===== config.mk =====
export PLATFORM = sky130hd
export DESIGN_NAME = pim_device_flat
export DESIGN_NICKNAME = d
export VERILOG_FILES = /design/src/pim_pkg.sv /design/src/pim_link_if.sv /design/src/pim_device.sv /design/src/flat_wrapper.sv
export VERILOG_INCLUDE_DIRS = /design/src
export SDC_FILE = /design/constraint.sdc
export NUM_CORES = 1
export LEC_CHECK = 0
export BUFFER_PORTS_ARGS = -buffer_cell sky130_fd_sc_hd__buf_2
export CORE_ASPECT_RATIO = 1.2
export CORE_MARGIN = 1.5
export CORE_UTILIZATION = 37
export CTS_CLUSTER_DIAMETER = 100
export CTS_CLUSTER_SIZE = 40
export DETAILED_ROUTE_END_ITERATION = 8
export MAX_ROUTING_LAYER = met4
export PLACE_DENSITY_LB_ADDON = 0.12
export SYNTH_ARGS = -nofsm -noshare
export SYNTH_HDL_FRONTEND = slang
export SYNTH_SLANG_ARGS = --single-unit

===== constraint.sdc =====
create_clock -name mclk_i -period 2.1 [get_ports mclk_i]
set_input_delay 0.105 -clock mclk_i [delete_from_list [all_inputs] [get_ports mclk_i]]
set_output_delay 0.105 -clock mclk_i [all_outputs]
set_load 0.02 [all_outputs]

===== src/pim_params.svh =====
// Constants shared by the interrupt controller and its processor end.
// Assumes inclusion by bare name from the package and both modules.
`ifndef PIM_PARAMS_SVH
`define PIM_PARAMS_SVH

// Level count and level index width
`define PIM_NUM_LEVELS     16
`define PIM_LVL_W          4

// Level numbers of each source
`define PIM_LVL_POWER_DOWN 4'h0
`define PIM_LVL_MACH_ERR   4'h1
`define PIM_LVL_FP_OVF     4'h3
`define PIM_LVL_FIX_OVF    4'h4
`define PIM_LVL_EXEC_CALL  4'h5
`define PIM_LVL_FP_UNF     4'h6
`define PIM_LVL_TIMER_A    4'h7
`define PIM_LVL_BUS_PORT   4'h8
`define PIM_LVL_TIMER_B    4'h9
`define PIM_LVL_SER_LINK   4'ha
`define PIM_LVL_IO1        4'hc
`define PIM_LVL_USER       4'hd
`define PIM_LVL_IO2        4'he

// Preset enable masks, level 0 in the top bit
`define PIM_MASK_RUNTIME   16'hd5e4
`define PIM_MASK_ELAB      16'hdd40
`define PIM_MASK_TASK      16'hdde4
`define PIM_MASK_PREEMPT   16'hdc00
`define PIM_MASK_CONNECT   16'h0100

// Control reset values
`define PIM_MASK_RESET     16'h0000
`define PIM_DIS_RESET      1'b1

// Register word addresses
`define PIM_ADDR_W         3
`define PIM_REG_CTRL       3'h0
`define PIM_REG_PRESET     3'h1
`define PIM_REG_STATUS     3'h2
`define PIM_REG_ACK        3'h3
`define PIM_REG_EV_STAT    3'h4
`define PIM_REG_EV_MASK    3'h5

// Field positions
`define PIM_CTRL_DIS_BIT   16
`define PIM_STAT_VALID_BIT 0
`define PIM_STAT_LVL_LSB   4
`define PIM_PRESET_W       3
`define PIM_EV_W           2
`define PIM_EV_REQ         0
`define PIM_EV_PD          1
`define PIM_EV_RESET       2'h0
`define PIM_DATA_W         32

`endif


===== src/pim_pkg.sv =====
// Types shared by both ends of the interrupt controller.
// Assumes the constants header sits in the same folder.
`include "pim_params.svh"

package pim_pkg;
   typedef logic [`PIM_NUM_LEVELS-1:0] pim_vec_type;
   typedef logic [`PIM_LVL_W-1:0]      pim_level_type;
   typedef logic [`PIM_EV_W-1:0]       pim_ev_type;
   typedef logic [`PIM_DATA_W-1:0]     pim_word_type;
   // Selectable preset masks
   typedef enum logic [`PIM_PRESET_W-1:0] {
      pim_preset_runtime,
      pim_preset_elab,
      pim_preset_task,
      pim_preset_preempt,
      pim_preset_connect
   } pim_preset_type;
endpackage


===== src/pim_link_if.sv =====
// Link between the interrupt controller and the processor end.
// Assumes both ends run on one clock; the bench instantiates it.
interface pim_link_if;
   import pim_pkg::*;
   pim_vec_type   mask;
   logic          global_dis;
   logic          ack;
   pim_level_type ack_level;
   logic          irq_valid;
   pim_level_type irq_level;

   // Controller side
   modport dev (
      input  mask,
      input  global_dis,
      input  ack,
      input  ack_level,
      output irq_valid,
      output irq_level
   );

   // Processor side
   modport cpu (
      output mask,
      output global_dis,
      output ack,
      output ack_level,
      input  irq_valid,
      input  irq_level
   );
endinterface


===== src/pim_device.sv =====
// Sixteen-level fixed-priority interrupt controller.
// Assumes asynchronous source pins, one clock, and a processor end
// on the link that loads masks and acknowledges served levels.
//
// Function
// - Sixteen levels, level 0 ranks highest
// - Power-down level 0 always delivered
// - Machine error ignores disable, obeys mask
// - Executive call level 5 always delivered
// - Levels 8, 10, 13 take unit sources
// - Timer A raises level 7
// - Timer B raises level 9
// - I/O on 12 and 14; 2,11,15 idle
// - Sixteen-bit mask, level 0 at top
// - Software loads D5E4 for runtime code
// - Software loads DD40 during elaboration
// - Software loads DDE4 for task execution
// - Software applies DC00 against pre-emption
// - Connect mask 0100 allows level 7 besides always-delivered levels 0 and 5
//
// Register access over Avalon-MM and the placing of the registers were decided locally.
`include "pim_params.svh"

module pim_device
   import pim_pkg::*;
(
   input  wire logic    mclk_i,
   input  wire logic    rst_i,
   input  wire logic    ce_i,
   input  wire logic    power_down_i,
   input  wire logic    machine_error_i,
   input  wire logic    fp_overflow_i,
   input  wire logic    fixed_overflow_i,
   input  wire logic    exec_call_i,
   input  wire logic    fp_underflow_i,
   input  wire logic    timer_a_i,
   input  wire logic    onboard_bus_port_irq_i,
   input  wire logic    timer_b_i,
   input  wire logic    sync_serial_link_irq_i,
   input  wire logic    io_level1_i,
   input  wire logic    user_instr_i,
   input  wire logic    remote_bus_link_i,
   input  wire logic    loss_of_signal_i,
   input  wire logic    io_level2_i,
   pim_link_if.dev      link,
   output pim_vec_type  pending_o,
   output pim_vec_type  enabled_o
);

   // Mask bit for level n sits at position 15-n
   function automatic pim_vec_type mask_to_levels(input pim_vec_type m);
      pim_vec_type v;
      v = '0;
      for (int i = 0; i < `PIM_NUM_LEVELS; i++) begin
         v[i] = m[`PIM_NUM_LEVELS-1-i];
      end
      return v;
   endfunction

   // Per-level enable after mask and global disable
   function automatic pim_vec_type level_enables(input pim_vec_type m,
                                                 input logic dis);
      pim_vec_type lv;
      pim_vec_type e;
      lv = mask_to_levels(m);
      for (int i = 0; i < `PIM_NUM_LEVELS; i++) begin
         e[i] = lv[i] & ~dis;
      end
      e[`PIM_LVL_POWER_DOWN] = 1'b1;
      e[`PIM_LVL_EXEC_CALL] = 1'b1;
      e[`PIM_LVL_MACH_ERR] = lv[`PIM_LVL_MACH_ERR];
      return e;
   endfunction

   // Lowest-numbered set bit wins
   function automatic pim_level_type first_set(input pim_vec_type v);
      pim_level_type l;
      l = '0;
      for (int i = `PIM_NUM_LEVELS - 1; i >= 0; i--) begin
         if (v[i]) begin
            l = pim_level_type'(i);
         end
      end
      return l;
   endfunction

   // One-hot vector of one level
   function automatic pim_vec_type level_bit(input pim_level_type l);
      pim_vec_type v;
      v = '0;
      v[l] = 1'b1;
      return v;
   endfunction

   pim_vec_type   raw;
   pim_vec_type   sync1;
   pim_vec_type   sync2;
   pim_vec_type   prev;
   pim_vec_type   pending;
   pim_vec_type   next_sync1;
   pim_vec_type   next_sync2;
   pim_vec_type   next_prev;
   pim_vec_type   next_pending;
   pim_vec_type   rise;
   pim_vec_type   clr;
   pim_vec_type   en;
   pim_vec_type   eligible;
   logic          irq_valid;
   pim_level_type irq_level;
   pim_vec_type   enabled;
   logic          next_irq_valid;
   pim_level_type next_irq_level;
   pim_vec_type   next_enabled;

   // Source wiring onto levels; spare levels stay low.
   // Level 13 merges three sources: software must ask each
   // source which one fired, since an edge of any one marks it while the other two are low.
   // A source held high marks its level once only; it must
   // fall and rise again to be seen a second time.
   always_comb begin
      raw = '0;
      raw[`PIM_LVL_POWER_DOWN] = power_down_i;
      raw[`PIM_LVL_MACH_ERR] = machine_error_i;
      raw[`PIM_LVL_FP_OVF] = fp_overflow_i;
      raw[`PIM_LVL_FIX_OVF] = fixed_overflow_i;
      raw[`PIM_LVL_EXEC_CALL] = exec_call_i;
      raw[`PIM_LVL_FP_UNF] = fp_underflow_i;
      raw[`PIM_LVL_TIMER_A] = timer_a_i;
      raw[`PIM_LVL_BUS_PORT] = onboard_bus_port_irq_i;
      raw[`PIM_LVL_TIMER_B] = timer_b_i;
      raw[`PIM_LVL_SER_LINK] = sync_serial_link_irq_i;
      raw[`PIM_LVL_IO1] = io_level1_i;
      raw[`PIM_LVL_USER] = user_instr_i
                         | remote_bus_link_i
                         | loss_of_signal_i;
      raw[`PIM_LVL_IO2] = io_level2_i;
   end

   // Two-stage synchroniser and edge history.
   // Only the second stage feeds the edge detector; history
   // starts low, matching the idle level of every source,
   // so leaving reset raises no false edge.
   always_comb begin
      next_sync1 = raw;
      next_sync2 = sync1;
      next_prev  = sync2;
   end

   always_ff @(posedge mclk_i) begin
      if (rst_i) begin
         sync1 <= '0;
         sync2 <= '0;
         prev  <= '0;
      end else if (ce_i) begin
         sync1 <= next_sync1;
         sync2 <= next_sync2;
         prev  <= next_prev;
      end
   end

   // Rising edge of a source marks its level pending
   assign rise = sync2 & ~prev;

   // Acknowledge clears one level; a new edge wins.
   // An ack of a level that is not pending changes nothing.
   // An edge landing in its own ack cycle keeps the level
   // pending, so no request is ever lost.
   always_comb begin
      clr = '0;
      if (link.ack) begin
         clr = level_bit(link.ack_level);
      end
      next_pending = (pending & ~clr) | rise;
   end

   // Enable gating and priority pick on the next pending set.
   // Built from the next pending set so an ack leaves no stale
   // cycle on the link; a masked level simply waits, pending,
   // until software enables it again.
   always_comb begin
      en             = level_enables(link.mask, link.global_dis);
      eligible       = next_pending & en;
      next_irq_valid = |eligible;
      next_irq_level = first_set(eligible);
      next_enabled   = en;
   end

   // Pending latch and presented request
   always_ff @(posedge mclk_i) begin
      if (rst_i) begin
         pending   <= '0;
         irq_valid <= 1'b0;
         irq_level <= '0;
         enabled   <= '0;
      end else if (ce_i) begin
         pending   <= next_pending;
         irq_valid <= next_irq_valid;
         irq_level <= next_irq_level;
         enabled   <= next_enabled;
      end
   end

   // Registered outputs
   assign link.irq_valid = irq_valid;
   assign link.irq_level = irq_level;
   assign pending_o      = pending;
   assign enabled_o      = enabled;

endmodule


===== src/flat_wrapper.sv =====
// flat-port wrapper written by rule: the top's interface ports become plain ports
module pim_device_flat import pim_pkg::*;
  (mclk_i, rst_i, ce_i, power_down_i, machine_error_i, fp_overflow_i, fixed_overflow_i, exec_call_i, fp_underflow_i, timer_a_i, onboard_bus_port_irq_i, timer_b_i, sync_serial_link_irq_i, io_level1_i, user_instr_i, remote_bus_link_i, loss_of_signal_i, io_level2_i, pending_o, enabled_o, link_mask, link_global_dis, link_ack, link_ack_level, link_irq_valid, link_irq_level);
  pim_link_if link_i ();
  input  wire logic mclk_i;
  input  wire logic rst_i;
  input  wire logic ce_i;
  input  wire logic power_down_i;
  input  wire logic machine_error_i;
  input  wire logic fp_overflow_i;
  input  wire logic fixed_overflow_i;
  input  wire logic exec_call_i;
  input  wire logic fp_underflow_i;
  input  wire logic timer_a_i;
  input  wire logic onboard_bus_port_irq_i;
  input  wire logic timer_b_i;
  input  wire logic sync_serial_link_irq_i;
  input  wire logic io_level1_i;
  input  wire logic user_instr_i;
  input  wire logic remote_bus_link_i;
  input  wire logic loss_of_signal_i;
  input  wire logic io_level2_i;
  output pim_vec_type pending_o;
  output pim_vec_type enabled_o;
  input wire logic [$bits(link_i.mask)-1:0] link_mask;
  input wire logic [$bits(link_i.global_dis)-1:0] link_global_dis;
  input wire logic [$bits(link_i.ack)-1:0] link_ack;
  input wire logic [$bits(link_i.ack_level)-1:0] link_ack_level;
  output wire logic [$bits(link_i.irq_valid)-1:0] link_irq_valid;
  output wire logic [$bits(link_i.irq_level)-1:0] link_irq_level;
  assign link_i.mask = link_mask;
  assign link_i.global_dis = link_global_dis;
  assign link_i.ack = link_ack;
  assign link_i.ack_level = link_ack_level;
  assign link_irq_valid = link_i.irq_valid;
  assign link_irq_level = link_i.irq_level;
  pim_device u_core (.mclk_i(mclk_i), .rst_i(rst_i), .ce_i(ce_i), .power_down_i(power_down_i), .machine_error_i(machine_error_i), .fp_overflow_i(fp_overflow_i), .fixed_overflow_i(fixed_overflow_i), .exec_call_i(exec_call_i), .fp_underflow_i(fp_underflow_i), .timer_a_i(timer_a_i), .onboard_bus_port_irq_i(onboard_bus_port_irq_i), .timer_b_i(timer_b_i), .sync_serial_link_irq_i(sync_serial_link_irq_i), .io_level1_i(io_level1_i), .user_instr_i(user_instr_i), .remote_bus_link_i(remote_bus_link_i), .loss_of_signal_i(loss_of_signal_i), .io_level2_i(io_level2_i), .link(link_i), .pending_o(pending_o), .enabled_o(enabled_o));
endmodule

==> metrics.md <==
| Metric | Value |
|---|---|
| Status | `finished, final reports clean` |
| H-tree Lvls | `3` |
| Ant diodes | `0` |
| Hold/Removal Path Class | `input pin to flop` |
| HPWL Detailed | `6380 µm` |
| Critical Path RT | `2340 ps` |
| Worst Hold Depth | `3` |
| TritonCTS Buffers | `9` |
| Antenna-violating nets left | `0` |
| Worst-skew pair later-pin latency | `360 ps` |
| Commonest non-fill, non-tap cell in the layout | `dfxtp_1` |
| Setup WS post-layout | `216 ps` |
| Synth Cell Area | `3400 µm²` |
| Die Ht | `108 µm` |
| Placement Cell Area | `3930 µm²` |
| Met1 WL | `3970 µm` |
| Vias | `2993` |
| Final setup TNS | `0 ps` |
| Root Driver | `clkbuf_8` |
| First-pass GRT wire length | `13900 µm` |
| Worst hold slack | `26.3 ps` |
| Max Cap Violations | `0` |
| Initial DRC Count | `131` |
| Dpl ws | `113 ps` |
| Total wire length | `8700 µm` |
| Synth area leaders | `dfxtp_1 44%, mux2i_1 15%, nor2_1 7.8%` |
| Io pins | `77` |
| Number of port buffers | `74` |
| WL met2 | `4080 µm` |
| Slew HR | `70.1%` |
| DR WL/cell | `14.5 µm` |
| Row Count | `38` |
| Period utilisation layout | `89.7%` |
| Setup Fix Bufs, Post-CTS | `0` |
| Area growth from synthesis to layout | `24.8%` |
| Post-synth top area cell | `dfxtp_1` |
| Register area | `1500 µm²` |
| Clk_skew | `10.4 ps` |
| CP startpoint kind | `flop` |
| Async SR Flop Fraction | `0%` |
| Slew @ Worst Pin | `449 ps` |
| Highest Clock Rate | `531 MHz` |
| Placeable Area | `8990 µm²` |
| Post-layout net count | `516` |
| CTS Buffer Depth | `2` |
| Total GRT Usage | `19.3%` |
| CTS tree | `yes` |
| Worst-path clk slew | `80 ps` |
| Fin. max-slew vios | `0` |
| Commonest non-fill, non-tap cells in the layout | `75 x dfxtp_1, 73 x buf_2, 71 x nor2_1` |
| GP Congestion | `0.892` |
| Total gr overflow | `0` |
| Leak | `1.88 nW` |
| EDFF count, synth | `0` |
| Fin area | `4250 µm²` |
| Reg2Reg Depth | `7` |
| Non-filler cells in the finished layout | `601` |
| Unrepaired setup endpoints after global routing | `no` |
| Max rail drop VDD | `0.000510 V` |
| Syn_nets | `428` |
| Die extent in x | `90.6 µm` |
| Seq/Total Area, Yosys | `44.1%` |
| Register bit total from synthesis | `75` |
| Area of the multi-input gates | `1770 µm²` |
| Vias/cell | `4.98` |
| Synth cell types | `47` |
| Top-area cell type share of the netlist area | `44.1%` |
| Critical Path Fanout Max | `3` |
| Post-Place Cells | `573` |
| Fillers | `921` |
| Syn_area_per_cell | `8.77 µm²` |
| Vias in the first global route | `2754` |
| Sink Count | `75` |
| 1st-pass router iterations | `4` |
| Kind of critical path | `flop to flop` |
| Min cycle time layout | `1880 ps` |
| P per Cell Area | `712 nW/µm²` |
| Initial core utilization | `37.9%` |
| Ys Warns | `0` |
| Synth Flop Type | `dfxtp_1` |
| Final Hold Fails | `0` |
| Final setup fails | `0` |
| Largest net degree at the start of global routing | `41` |
| Critical path capture point type | `flop` |
| Critical Path AT | `2120 ps` |
| Routed wl met3 | `398 µm` |
| Synth Instances | `388` |
| Layout cells sized above 1 | `23.7%` |
| DRC | `0` |
| Initial antenna violation count | `0` |
| Total die area | `9780 µm²` |
| Highest routed layer | `met4` |
-- cells by family after synthesis --
group	after synthesis	synth area share (%)
flip-flops	75	44.1
AND/OR/NAND/NOR	161	24.1
multiplexers	50	14.7
AO/OA/AOI/OAI	73	13.2
buffers and inverters	29	3.86
-- timing repair --
item | CTS | global route
setup endpoints to repair | 0 | 1
endpoints found under the hold margin | 12 | 0
hold buffers | 12 | 0
gates resized for setup | 0 | 1
-- synth_stat cells, drive strengths merged (3+ instances only) --
cell / instances
dfxtp: 75
nor2: 71
mux2i: 50
o21ai: 26
nor2b: 23
a21oi: 19
nand2: 19
clkbuf: 18
nor3: 12
buf: 8
nand2b: 7
a211oi: 6
nand3: 5
nand3b: 4
nor3b: 4
a22oi: 3
inv: 3
o22ai: 3
-- final timing paths --
| path | slack (ps) | from | to |
|---|---|---|---|
| worst min register to register | 460 | u_core.pending_o[15]$_SDFFE_PP0P_ | u_core.pending_o[15]$_SDFFE_PP0P_ |
| worst max register to register | 220 | u_core.next_prev[12]$_SDFFE_PP0P_ | u_core.link.irq_valid$_SDFFE_PP0P_ |
| worst min-delay path | 30 | link_mask[0] | u_core.enabled_o[15]$_SDFFE_PP0P_ |
| worst max-delay path | 220 | u_core.next_prev[12]$_SDFFE_PP0P_ | u_core.link.irq_valid$_SDFFE_PP0P_ |
-- power by group --
part / switching [mW] / internal [mW]
logic: 0.229 / 0.177
clock network: 0.561 / 0.551
registers: 0.0304 / 1.48
total: 0.820 / 2.20
-- sequential cells by signal (all words and copies together), names as in the netlist --
| signal | count |
|---|---|
| u_core.link.irq_valid | 1 |
| u_core.next_prev | 13 |
| u_core.prev | 13 |
| u_core.enabled_o | 15 |
| u_core.pending_o | 16 |
| u_core.next_sync2 | 13 |
| u_core.link.irq_level | 4 |
-- critical path: stages (launching register included) --
cell and delay (ps):
dfxtp_1 320, nor2b_1 150, o21ai_0 300, o22ai_1 180, nor4b_1 330, buf_4 180
and4_1 240, a211oi_1 80
-- routing by layer --
metal	up-vias	global-route usage, %
met5	-	-
met4	0	11.2
met3	20	4.29
met2	73	29.5
met1	1373	23.3
li1	1527	-
-- stage by stage --
step	power, mW	util (%)
2_1_floorplan	1.80	-
3_3_place_gp	1.93	43.8
3_5_place_dp	1.93	43.8
4_1_cts	3.08	47.3
5_1_grt	3.18	47.3
6_report	3.02	47.3
-- area by class of cell --
cell class              count  share of cell area [%]
inverters                   3                   0.265
clock inverters             6                    1.53
repair buffers            103                    14.6
multi-input cells         284                    41.7
well taps                 120                    3.54
flip-flops and latches     75                    35.4
clock buffers              10                    3.01
(Power assumes the default switching activity.)
